[src/rtl/psync_defines.svh]
`ifndef PSYNC_DEFINES_SVH
`define PSYNC_DEFINES_SVH

// ----------------------------------------
// phase mode field codes
// ----------------------------------------
`define PSYNC_MODE_OFF       3'h0
`define PSYNC_MODE_MP_MASTER 3'h1
`define PSYNC_MODE_MP_SLAVE  3'h2
`define PSYNC_MODE_MO_MASTER 3'h3
`define PSYNC_MODE_MO_SLAVE  3'h4

// ----------------------------------------
// switching divider limits and reset values
// ----------------------------------------
`define PSYNC_DIV_MIN        7'h05
`define PSYNC_DIV_MAX        7'h50
`define PSYNC_DIV_RST        7'h50
`define PSYNC_SEL_RST        5'h00
`define PSYNC_ERR_W          8
`define PSYNC_GAIN_W         3

`endif

[src/rtl/psync_pkg.sv]
package psync_pkg;
	// ----------------------------------------
	// pin carrier and decoded role
	// ----------------------------------------
	typedef struct packed {
		logic o;
		logic oe;
	} psync_pin_t;

	typedef enum logic [2:0] {
		PSYNC_ROLE_OFF,
		PSYNC_ROLE_MP_MASTER,
		PSYNC_ROLE_MP_SLAVE,
		PSYNC_ROLE_MO_MASTER,
		PSYNC_ROLE_MO_SLAVE
	} psync_role_t;

	typedef enum logic {
		PSYNC_ST_RUN,
		PSYNC_ST_DELAY
	} psync_state_t;
endpackage

[src/rtl/psync_pin_route.sv]
`timescale 1ns/1ps
`include "psync_defines.svh"
// Operation
// - three-bit phase mode field picks multi-phase/multi-output, master/slave
// - multi-phase master drives switching clock and error amp output onto pins
// - multi-phase slave takes sync pin as clock input and locks to it
// - slaves delay their switching clock by the phase shift register value
// - multi-phase slave regulates from pin error signal scaled by slave gain
// - alternate clock select moves sync function to alternate pin, large package only
// - multi-output master drives its switching clock on the sync pin
// - multi-output slave takes sync pin as input and synchronises to it
// - bench test enable puts analog test function on the debug pin
// - five-bit select field picks the internal signal shown in bench test
// - calibration words stay write-protected always, bench test included
// - switching clock is the oscillator divided by an integer 5 to 80
module psync_pin_route (
	input  wire logic                          sys_clk,
	input  wire logic                          rst,
	input  wire logic [2:0]                    phase_mode_sel,
	input  wire logic [4:0]                    test_signal_select,
	input  wire logic                          my_test_enable,
	input  wire logic                          alt_clock_select,
	input  wire logic                          large_package,
	input  wire logic [6:0]                    switch_divisor,
	input  wire logic [7:0]                    slave_phase_shift_reg,
	input  wire logic [`PSYNC_GAIN_W-1:0]      slave_gain_reg,
	input  wire logic [`PSYNC_ERR_W-1:0]       error_amp_word,
	input  wire logic [`PSYNC_ERR_W-1:0]       error_pin_word,
	input  wire logic [31:0]                   test_signal_bus,
	input  wire psync_pkg::psync_pin_t         gpio_sync_drive,
	input  wire psync_pkg::psync_pin_t         gpio_error_drive,
	input  wire psync_pkg::psync_pin_t         gpio_debug_drive,
	input  wire logic                          sync_clock_pin_i,
	input  wire logic                          alternate_clock_pin_i,
	input  wire logic                          cal_write_req,
	input  wire logic                          cal_write_is_cal,
	output psync_pkg::psync_pin_t              sync_clock_pin,
	output psync_pkg::psync_pin_t              alternate_clock_pin,
	output psync_pkg::psync_pin_t              error_signal_pin,
	output psync_pkg::psync_pin_t              analog_debug_pin,
	output logic                               error_out_route,
	output logic [`PSYNC_ERR_W+`PSYNC_GAIN_W-1:0] regulation_error,
	output logic                               switch_tick,
	output logic                               switch_clock,
	output psync_pkg::psync_role_t             role,
	output logic                               cal_write_allow
);
	import psync_pkg::*;

	// ----------------------------------------
	// role decode
	// ----------------------------------------
	psync_role_t role_c;
	logic        is_master;
	logic        is_slave;
	logic        use_alt;

	always_comb begin
		case (phase_mode_sel)
			`PSYNC_MODE_MP_MASTER: role_c = PSYNC_ROLE_MP_MASTER;
			`PSYNC_MODE_MP_SLAVE:  role_c = PSYNC_ROLE_MP_SLAVE;
			`PSYNC_MODE_MO_MASTER: role_c = PSYNC_ROLE_MO_MASTER;
			`PSYNC_MODE_MO_SLAVE:  role_c = PSYNC_ROLE_MO_SLAVE;
			default:               role_c = PSYNC_ROLE_OFF;
		endcase
	end

	assign is_master = (role_c == PSYNC_ROLE_MP_MASTER) || (role_c == PSYNC_ROLE_MO_MASTER);
	assign is_slave  = (role_c == PSYNC_ROLE_MP_SLAVE) || (role_c == PSYNC_ROLE_MO_SLAVE);
	// small package has no alternate pin, so the select is ignored there
	assign use_alt   = alt_clock_select & large_package;

	// ----------------------------------------
	// incoming master clock synchroniser
	// ----------------------------------------
	logic sync_s1_ff, sync_s2_ff, sync_s3_ff, sync_lvl_ff;
	logic nxt_sync_s1, nxt_sync_lvl;
	logic master_edge;

	always_comb begin
		nxt_sync_s1  = use_alt ? alternate_clock_pin_i : sync_clock_pin_i;
		// only accept a level once two stages agree
		nxt_sync_lvl = (sync_s2_ff == sync_s3_ff) ? sync_s3_ff : sync_lvl_ff;
	end

	always_ff @(posedge sys_clk or posedge rst) begin
		if (rst) begin
			// pin idles at its pull-up; a low reset would fake a master edge
			sync_s1_ff  <= 1'b1;
			sync_s2_ff  <= 1'b1;
			sync_s3_ff  <= 1'b1;
			sync_lvl_ff <= 1'b1;
		end else begin
			sync_s1_ff  <= nxt_sync_s1;
			sync_s2_ff  <= sync_s1_ff;
			sync_s3_ff  <= sync_s2_ff;
			sync_lvl_ff <= nxt_sync_lvl;
		end
	end

	assign master_edge = nxt_sync_lvl & ~sync_lvl_ff;

	// ----------------------------------------
	// switching clock divider and phase lock
	// ----------------------------------------
	psync_state_t st_ff, nxt_st;
	logic [6:0]   div_cnt_ff, nxt_div_cnt;
	logic [6:0]   div_eff;
	logic [7:0]   ph_cnt_ff, nxt_ph_cnt;
	logic         tick_ff, nxt_tick;
	logic         clk_ff, nxt_clk;

	always_comb begin
		// out-of-range divisors are clamped into the legal 5..80 band
		if (switch_divisor < `PSYNC_DIV_MIN)
			div_eff = `PSYNC_DIV_MIN;
		else if (switch_divisor > `PSYNC_DIV_MAX)
			div_eff = `PSYNC_DIV_MAX;
		else
			div_eff = switch_divisor;
	end

	always_comb begin
		nxt_st      = st_ff;
		nxt_ph_cnt  = ph_cnt_ff;
		nxt_tick    = 1'b0;
		nxt_div_cnt = div_cnt_ff;
		case (st_ff)
			PSYNC_ST_RUN: begin
				if (div_cnt_ff >= div_eff - 7'h01) begin
					nxt_div_cnt = 7'h00;
					nxt_tick    = 1'b1;
				end else begin
					nxt_div_cnt = div_cnt_ff + 7'h01;
				end
				if (is_slave && master_edge) begin
					if (slave_phase_shift_reg == 8'h00) begin
						nxt_div_cnt = 7'h00;
						nxt_tick    = 1'b1;
					end else begin
						nxt_ph_cnt = slave_phase_shift_reg;
						nxt_st     = PSYNC_ST_DELAY;
					end
				end
			end
			PSYNC_ST_DELAY: begin
				// own period keeps running while the shift elapses
				nxt_div_cnt = (div_cnt_ff >= div_eff - 7'h01) ? 7'h00 : div_cnt_ff + 7'h01;
				if (!is_slave) begin
					nxt_st = PSYNC_ST_RUN;
				end else if (ph_cnt_ff == 8'h01) begin
					nxt_div_cnt = 7'h00;
					nxt_tick    = 1'b1;
					nxt_st      = PSYNC_ST_RUN;
				end else begin
					nxt_ph_cnt = ph_cnt_ff - 8'h01;
				end
			end
			default: nxt_st = PSYNC_ST_RUN;
		endcase
		nxt_clk = (nxt_div_cnt < {1'b0, div_eff[6:1]});
	end

	always_ff @(posedge sys_clk or posedge rst) begin
		if (rst) begin
			st_ff      <= PSYNC_ST_RUN;
			div_cnt_ff <= 7'h00;
			ph_cnt_ff  <= 8'h00;
			tick_ff    <= 1'b0;
			clk_ff     <= 1'b0;
		end else begin
			st_ff      <= nxt_st;
			div_cnt_ff <= nxt_div_cnt;
			ph_cnt_ff  <= nxt_ph_cnt;
			tick_ff    <= nxt_tick;
			clk_ff     <= nxt_clk;
		end
	end

	assign switch_tick  = tick_ff;
	assign switch_clock = clk_ff;

	// ----------------------------------------
	// pin routing and error path
	// ----------------------------------------
	psync_pin_t sync_ff, nxt_sync, alt_ff, nxt_alt, err_ff, nxt_err, dbg_ff, nxt_dbg;
	psync_role_t role_ff;
	logic        err_route_ff, nxt_err_route;
	logic        cal_allow_ff, nxt_cal_allow;
	logic [`PSYNC_ERR_W+`PSYNC_GAIN_W-1:0] reg_err_ff, nxt_reg_err;

	always_comb begin
		nxt_sync      = gpio_sync_drive;
		nxt_alt       = '{o: 1'b0, oe: 1'b0};
		nxt_err       = gpio_error_drive;
		nxt_dbg       = gpio_debug_drive;
		nxt_err_route = 1'b0;
		nxt_reg_err   = {{`PSYNC_GAIN_W{1'b0}}, error_amp_word};
		if (is_master) begin
			// master owns the clock pin; the gpio drive is overridden
			if (use_alt)
				nxt_alt = '{o: nxt_clk, oe: 1'b1};
			else
				nxt_sync = '{o: nxt_clk, oe: 1'b1};
		end else if (is_slave) begin
			if (use_alt)
				nxt_alt = '{o: 1'b0, oe: 1'b0};
			else
				nxt_sync = '{o: 1'b0, oe: 1'b0};
		end
		if (role_c == PSYNC_ROLE_MP_MASTER) begin
			nxt_err       = '{o: 1'b0, oe: 1'b1};
			nxt_err_route = 1'b1;
		end else if (role_c == PSYNC_ROLE_MP_SLAVE) begin
			nxt_err     = '{o: 1'b0, oe: 1'b0};
			// gain 0 passes the master signal unscaled
			nxt_reg_err = ({{`PSYNC_GAIN_W{1'b0}}, error_pin_word}) *
			              ({{`PSYNC_ERR_W{1'b0}}, slave_gain_reg} + 11'h001);
		end
		if (my_test_enable)
			nxt_dbg = '{o: test_signal_bus[test_signal_select], oe: 1'b1};
		// no test or mode input reaches this term
		nxt_cal_allow = cal_write_req & ~cal_write_is_cal;
	end

	always_ff @(posedge sys_clk or posedge rst) begin
		if (rst) begin
			sync_ff      <= '{o: 1'b0, oe: 1'b0};
			alt_ff       <= '{o: 1'b0, oe: 1'b0};
			err_ff       <= '{o: 1'b0, oe: 1'b0};
			dbg_ff       <= '{o: 1'b0, oe: 1'b0};
			err_route_ff <= 1'b0;
			reg_err_ff   <= '0;
			cal_allow_ff <= 1'b0;
			role_ff      <= PSYNC_ROLE_OFF;
		end else begin
			sync_ff      <= nxt_sync;
			alt_ff       <= nxt_alt;
			err_ff       <= nxt_err;
			dbg_ff       <= nxt_dbg;
			err_route_ff <= nxt_err_route;
			reg_err_ff   <= nxt_reg_err;
			cal_allow_ff <= nxt_cal_allow;
			role_ff      <= role_c;
		end
	end

	assign sync_clock_pin      = sync_ff;
	assign alternate_clock_pin = alt_ff;
	assign error_signal_pin    = err_ff;
	assign analog_debug_pin    = dbg_ff;
	assign error_out_route     = err_route_ff;
	assign regulation_error    = reg_err_ff;
	assign cal_write_allow     = cal_allow_ff;
	assign role                = role_ff;
endmodule

[config.mk]
export PLATFORM = sky130hd
export DESIGN_NAME = psync_pin_route
export DESIGN_NICKNAME = d
export VERILOG_FILES = /design/src/rtl/psync_pkg.sv /design/src/rtl/psync_pin_route.sv
export VERILOG_INCLUDE_DIRS = /design/src /design/src/rtl
export SDC_FILE = /design/constraint.sdc
export NUM_CORES = 1
export LEC_CHECK = 0
export BUFFER_PORTS_ARGS = -buffer_cell sky130_fd_sc_hd__buf_2
export CORE_AREA = 2 2 110 112
export CTS_BUF_LIST = sky130_fd_sc_hd__clkbuf_4 sky130_fd_sc_hd__clkbuf_8 sky130_fd_sc_hd__clkbuf_16
export DETAILED_ROUTE_END_ITERATION = 16
export DIE_AREA = 0 0 112 114
export GPL_ROUTABILITY_DRIVEN = 0
export PLACE_DENSITY_LB_ADDON = 0.2
export SYNTH_ARGS = -nofsm -noshare
export SYNTH_HDL_FRONTEND = slang
export SYNTH_SLANG_ARGS = --single-unit
[constraint.sdc]
create_clock -name sys_clk -period 4.1 [get_ports sys_clk]
set_clock_uncertainty 0.2 [all_clocks]
set_input_delay 0.615 -clock sys_clk [delete_from_list [all_inputs] [get_ports sys_clk]]
set_output_delay 0.615 -clock sys_clk [all_outputs]
set_load 0.05 [all_outputs]
==> results of run 1 <==
[worst max-delay path by stage]
stage | to | slack [ps] | cells after the start | start
after floorplan | alternate_clock_pin[1] | -0.009 | 17 | switch_divisor[3]
after global placement | alternate_clock_pin[1] | -220 | 19 | switch_divisor[6]
after detailed placement | alternate_clock_pin[1] | -250 | 19 | switch_divisor[6]
after CTS | alternate_clock_pin[1] | 40 | 19 | switch_divisor[6]
after global routing | sync_clock_pin[1] | -100 | 20 | switch_divisor[4]
final | sync_clock_pin[1] | 180 | 17 | switch_divisor[2]
[metrics by stage]
stage | hold WS, ps | setup TNS, ps | worst slack [ps]
after CTS | 163 | 0 | 35.7
after detailed placement | 147 | -1040 | -249
after global placement | 147 | -796 | -218
final | 161 | 0 | 178
after floorplan | 145 | -0.00933 | -0.00933
after global routing | 174 | -105 | -105
[final cells by class]
| class | count | area share |
|---|---|---|
| Tap cell | 147 | 0.0396 |
| Clock inverter | 3 | 0.00971 |
| Inverter | 26 | 0.0210 |
| Timing Repair Buffer | 141 | 0.167 |
| Clock buffer | 5 | 0.0270 |
| Multi-Input combinational cell | 276 | 0.486 |
| Sequential cell | 46 | 0.249 |
[worst max-delay path: stages]
cell	delay, ps
buf_2	100
or3_4	390
or3_1	340
nor2_1	100
a22oi_1	100
ha_1	310
nor2b_1	140
o21ai_1	120
buf_4	130
nand4_4	100
nor2_4	120
ha_4	210
and4_1	170
o311a_1	370
o31ai_2	240
a21oi_2	80
o41ai_2	270
[sequential cells by signal, indices dropped and copies added, names as in the netlist]
register / count
analog_debug_pin: 2
switch_clock: 1
st_ff: 1
sync_s3_ff: 1
regulation_error: 11
switch_tick: 1
role: 3
error_signal_pin: 2
alternate_clock_pin: 2
sync_lvl_ff: 1
sync_s1_ff: 1
cal_write_allow: 1
div_cnt_ff: 7
ph_cnt_ff: 8
sync_s2_ff: 1
error_out_route: 1
sync_clock_pin: 2
[metal layers]
layer | track usage | up-vias | wire length, um
met1 | 0.165 | 1428 | 3660
met3 | 0.0255 | 11 | 313
met4 | 0.0447 | 0 | 170
li1 | - | 1520 | -
met5 | 0 | - | 0
met2 | 0.262 | 62 | 4630
[placed cells by master (no fill, tap or decap), types with 2 or more instances in the layout]
cell,count
a2111oi_2,2
a21boi_0,3
a21o_1,4
a21oi_1,13
a21oi_2,4
a2bb2oi_1,3
a31oi_1,2
and2_1,5
and3_1,5
buf_2,113
buf_4,27
clkbuf_16,5
clkinvlp_4,2
dfrtp_1,42
dfstp_2,4
fa_1,12
ha_1,28
inv_1,25
mux4_2,10
nand2_1,55
nand2b_1,4
nand3_1,10
nand4_1,2
nor2_1,23
nor2_2,2
nor2_4,2
nor2b_1,11
nor3_1,3
o211a_1,2
o21ai_0,13
o21bai_1,3
o22a_1,3
o22ai_1,2
or2_2,2
or3_1,3
or4_1,2
xnor2_1,9
xor2_1,6
[cells by family (layout without fill, tap and decap cells)]
group | Yosys count | after routing | synth area share
AOI/OAI and AO/OA | 64 | 64 | 0.123
adders and majority gates | 43 | 43 | 0.182
and+or+nand+nor | 141 | 141 | 0.208
DFF | 46 | 46 | 0.337
buffers and inverters | 34 | 175 | 0.0375
xor gates and xnor gates | 16 | 16 | 0.0408
muxes | 12 | 12 | 0.0718
[what timing repair did]
| item | in CTS | in global routing |
|---|---|---|
| buffers inserted | 0 | 2 |
| resized for setup | 0 | 23 |
| setup endpoints to repair | 0 | 5 |
[where the power goes]
part | switching, mW | total, mW | internal (mW)
sequential | 0.0809 | 0.635 | 0.554
combinational | 0.515 | 0.920 | 0.405
clock | 0.181 | 0.469 | 0.288
==> impl_metrics.yaml, run 1 <==
synth:
  synthTopCellsByCount: "55 x nand2_1, 42 x dfrtp_1, 30 x ha_1"
  synth_area_leaders: "dfrtp_1 31%, ha_1 11%, fa_1 7.0%, mux4_2 6.6%, nand2_1 6.0%"
  yosys_warnings: 0
  avgSynthCellArea_um2: 9.64
  synth-edff-count: 0
  synth_seq_cells: 46
  ys_seq_area_frac: 0.337
  synth_cell_types: 52
  synthArstFlopShare: 1.00
  synth_nets: 487
  synth.cell_area_mm2: 0.00343
  yosysTopAreaCellShare: 0.306
  synth.most_common_cell: "nand2_1"
  synth_top_area_cell: "dfrtp_1"
  ys.flop_type: "dfrtp_1"
  postSynthCellCount: 356
critical_path:
  reg2reg_slack_ps: 850
  r2r-end: "sync_clock_pin[1]"
  rr_worst_depth: 13
  crit_fanout: 3
  worstSetupStartpointType: "primary input"
  reg2reg_from: "div_cnt_ff[0]"
  crit_type: "primary input to register"
  arrival_ps: 3910
  cp.required_ps: 4090
  end_kind: "register"
clock_network:
  htreeDepth: 2
  cts_buffer_depth: 2
  cts_hold_buf: 0
  clock_latency_ps: 290
  cts_root_buf: "clkbuf_16"
  clkTransAtPathRegs_ps: 70
  clock-sinks: 46
  cts_tree: "yes"
  cts_inserted_buffers: 5
floorplanning:
  die_w_um: 112
  die_h_um: 114
  start_util: 0.293
  core_area_mm2: 0.0117
  die_area_mm2: 0.0128
  ios: 115
  rows: 40
hold_path:
  hp-start: "sync_s1_ff"
  hold_end: "sync_s2_ff"
  whs_path_depth: 0
  hp-class: "register to register"
finish:
  final_area_mm2: 0.00464
  diodes: 0
  drive_above_1_share: 0.384
  fill_cells: 1207
  register_area_mm2: 0.00116
  num-nets-final: 627
  multi_input_area_mm2: 0.00226
  utilization: 0.396
  area_growth_pct: 35.1
  instances_no_fill: 644
power_and_ir_drop:
  power.density_mw_per_mm2: 436
  leakagePower_nw: 2.35
  finalPower_mw: 2.02
  peakVddDrop_v: 0.000218
timing:
  hold_viol: 0
  max_freq_mhz: 255
  min_period_ps: 3920
  slew_viol_final: 0
  setup-violations-final: 0
  rsz0062_at_grt: "true"
  tightestPinTransition_ps: 990
  post-route-period-util: 0.957
  slew_headroom: 0.339
placed_design:
  place_area_mm2: 0.00435
  port_buffers: 114
  hpwl_um: 7270
  post-place-cells: 634
drt:
  drc: 0
  vias_per_cell: 4.69
  dr.pass1.iters: 4
  vias: 3021
  wl_per_cell_um: 13.6
  ant_nets: 0
  wl_um: 8770
  drt_iter0_markers: 139
grt:
  grt_antenna_before_repair: 0
  grt_max_degree: 47
  grt_pass1_wl_um: 14500
  grt-ovfl-total: 0
  first_global_vias: 3089
  grtUsageTotal: 0.141
run_status:
  run_status: "completed"
run:
  cap_violations: 0
Note: power is estimated with default switching activity, not from simulation.
==> run 2: changes to the inputs <==
Settings changed: CORE_AREA 2 2 110 112 to 2 2 86 88, DIE_AREA 0 0 112 114 to 0 0 88 90.
==> impl_metrics.yaml, run 2 (synthesized netlist as in run 1, its figures left out) <==
floorplanning:
  die_area_mm2: 0.00792
  start_util: 0.489
  rows: 31
  die_w_um: 88
  core_area_mm2: 0.00702
  ios: 115
  die_h_um: 90
critical_path:
  cp_slowest_cell: "or3_1"
  worstSetupStartpointType: "primary input"
  cp.buffers_inverters: 1
  end_kind: "register"
  crit_fanout: 3
  slowest_delay_ps: 410
  arrival_ps: 3980
  crit_type: "primary input to register"
  crit_family: "simple AND/OR/NAND/NOR gates"
  crit_path_cell_trace: "buf_2, or3_1, or3_1, nor2_1, a22oi_1, ha_1, nand4_1, nor2_1, a21oi_1, nand4_4, nor2_4, ha_1, and4_1, o311a_1, o31ai_2, a21oi_2, nor4b_2"
  cp.required_ps: 4100
clock_network:
  cts_root_buf: "clkbuf_8"
  clock-sinks: 46
  clkTransAtPathRegs_ps: 90
  cts_buffer_depth: 2
  cts_hold_buf: 0
  htreeDepth: 2
  clock_latency_ps: 300
  cts_inserted_buffers: 5
  cts_tree: "yes"
timing:
  rsz0062_at_grt: "true"
  slew_viol_final: 0
  tightestPinTransition_ps: 939
  post-route-period-util: 0.971
  max_freq_mhz: 251
  slew_headroom: 0.373
  setup-violations-final: 0
  min_period_ps: 3980
  hold_viol: 0
grt:
  first_global_vias: 2976
  grt-ovfl-total: 0
  grtUsageTotal: 0.206
  grt_max_degree: 47
  grt_antenna_before_repair: 0
  grt_pass1_wl_um: 13100
placed_design:
  hpwl_um: 6480
  place_area_mm2: 0.00425
  port_buffers: 114
  post-place-cells: 580
drt:
  vias_per_cell: 5.13
  drt_iter0_markers: 73
  wl_um: 7930
  dr.pass1.iters: 4
  wl_per_cell_um: 13.4
  ant_nets: 0
  vias: 3029
  drc: 0
finish:
  drive_above_1_share: 0.363
  final_area_mm2: 0.00443
  largest_reg_flops: 11
  area_growth_pct: 29.1
  instances_no_fill: 590
  num-nets-final: 621
  diodes: 0
  layout_common_cells: "113 x buf_2, 55 x nand2_1, 42 x dfrtp_1"
  utilization: 0.631
  mostFrequentLayoutCell: "buf_2"
power_and_ir_drop:
  leakagePower_nw: 2.29
  power.density_mw_per_mm2: 409
  peakVddDrop_v: 0.000161
  finalPower_mw: 1.81
run_status:
  run_status: "completed"
run:
  cap_violations: 0
hold_path:
  hp-class: "register to register"
## run 2: what timing repair did
action | 4_1_cts | 5_1_grt
pin swaps | 0 | 3
setup buffers | 0 | 2
setup endpoints to repair | 1 | 5
gates resized for setup | 2 | 14
## run 2: layout make-up
| type | count | area (um^2) |
|---|---|---|
| clock buffers | 7 | 96.3 |
| clock inverters | 1 | 8.76 |
| fillers | 609 | 2590 |
| multi-input cells | 276 | 2220 |
| flip-flops and latches | 46 | 1160 |
| repair buffers | 135 | 731 |
| well taps | 99 | 124 |
| inverters | 26 | 97.6 |
## run 2: power breakdown
| part | leakage, nW | switching (mW) | internal (mW) |
|---|---|---|---|
| sequential | 0.560 | 0.0854 | 0.554 |
| combinational | 1.68 | 0.496 | 0.374 |
| clock | 0.0544 | 0.150 | 0.155 |
## run 2: metal layers
| metal | wire length (um) | up-vias | global-route usage |
|---|---|---|---|
| met5 | 0 | - | 0 |
| li1 | - | 1513 | - |
| met2 | 4080 | 89 | 0.357 |
| met4 | 112 | 0 | 0.0577 |
| met1 | 3360 | 1418 | 0.266 |
| met3 | 380 | 9 | 0.0275 |
## run 2: path summary, 6_finish.rpt
kind / from / to / slack [ps] / cells past startpoint
min: sync_s1_ff / sync_s2_ff / 160 / 0
max in group asynchronous: rst / regulation_error[1] / 2790 / 2
max: switch_divisor[2] / alternate_clock_pin[1] / 120 / 17
min in group asynchronous: rst / sync_clock_pin[1] / 330 / 2
min reg2reg: sync_s1_ff / sync_s2_ff / 160 / 0
max reg2reg: div_cnt_ff[0] / alternate_clock_pin[1] / 790 / 13
## run 2: per-stage QoR
| stage | setup slack (ps) | hold WS [ps] | TNS (ps) |
|---|---|---|---|
| final | 119 | 159 | 0 |
| after global routing | -92.9 | 165 | -199 |
| after CTS | 22.6 | 157 | 0 |
| after detailed placement | -311 | 149 | -1180 |
| after global placement | -147 | 149 | -499 |
| after floorplan | -0.00933 | 145 | -0.00933 |
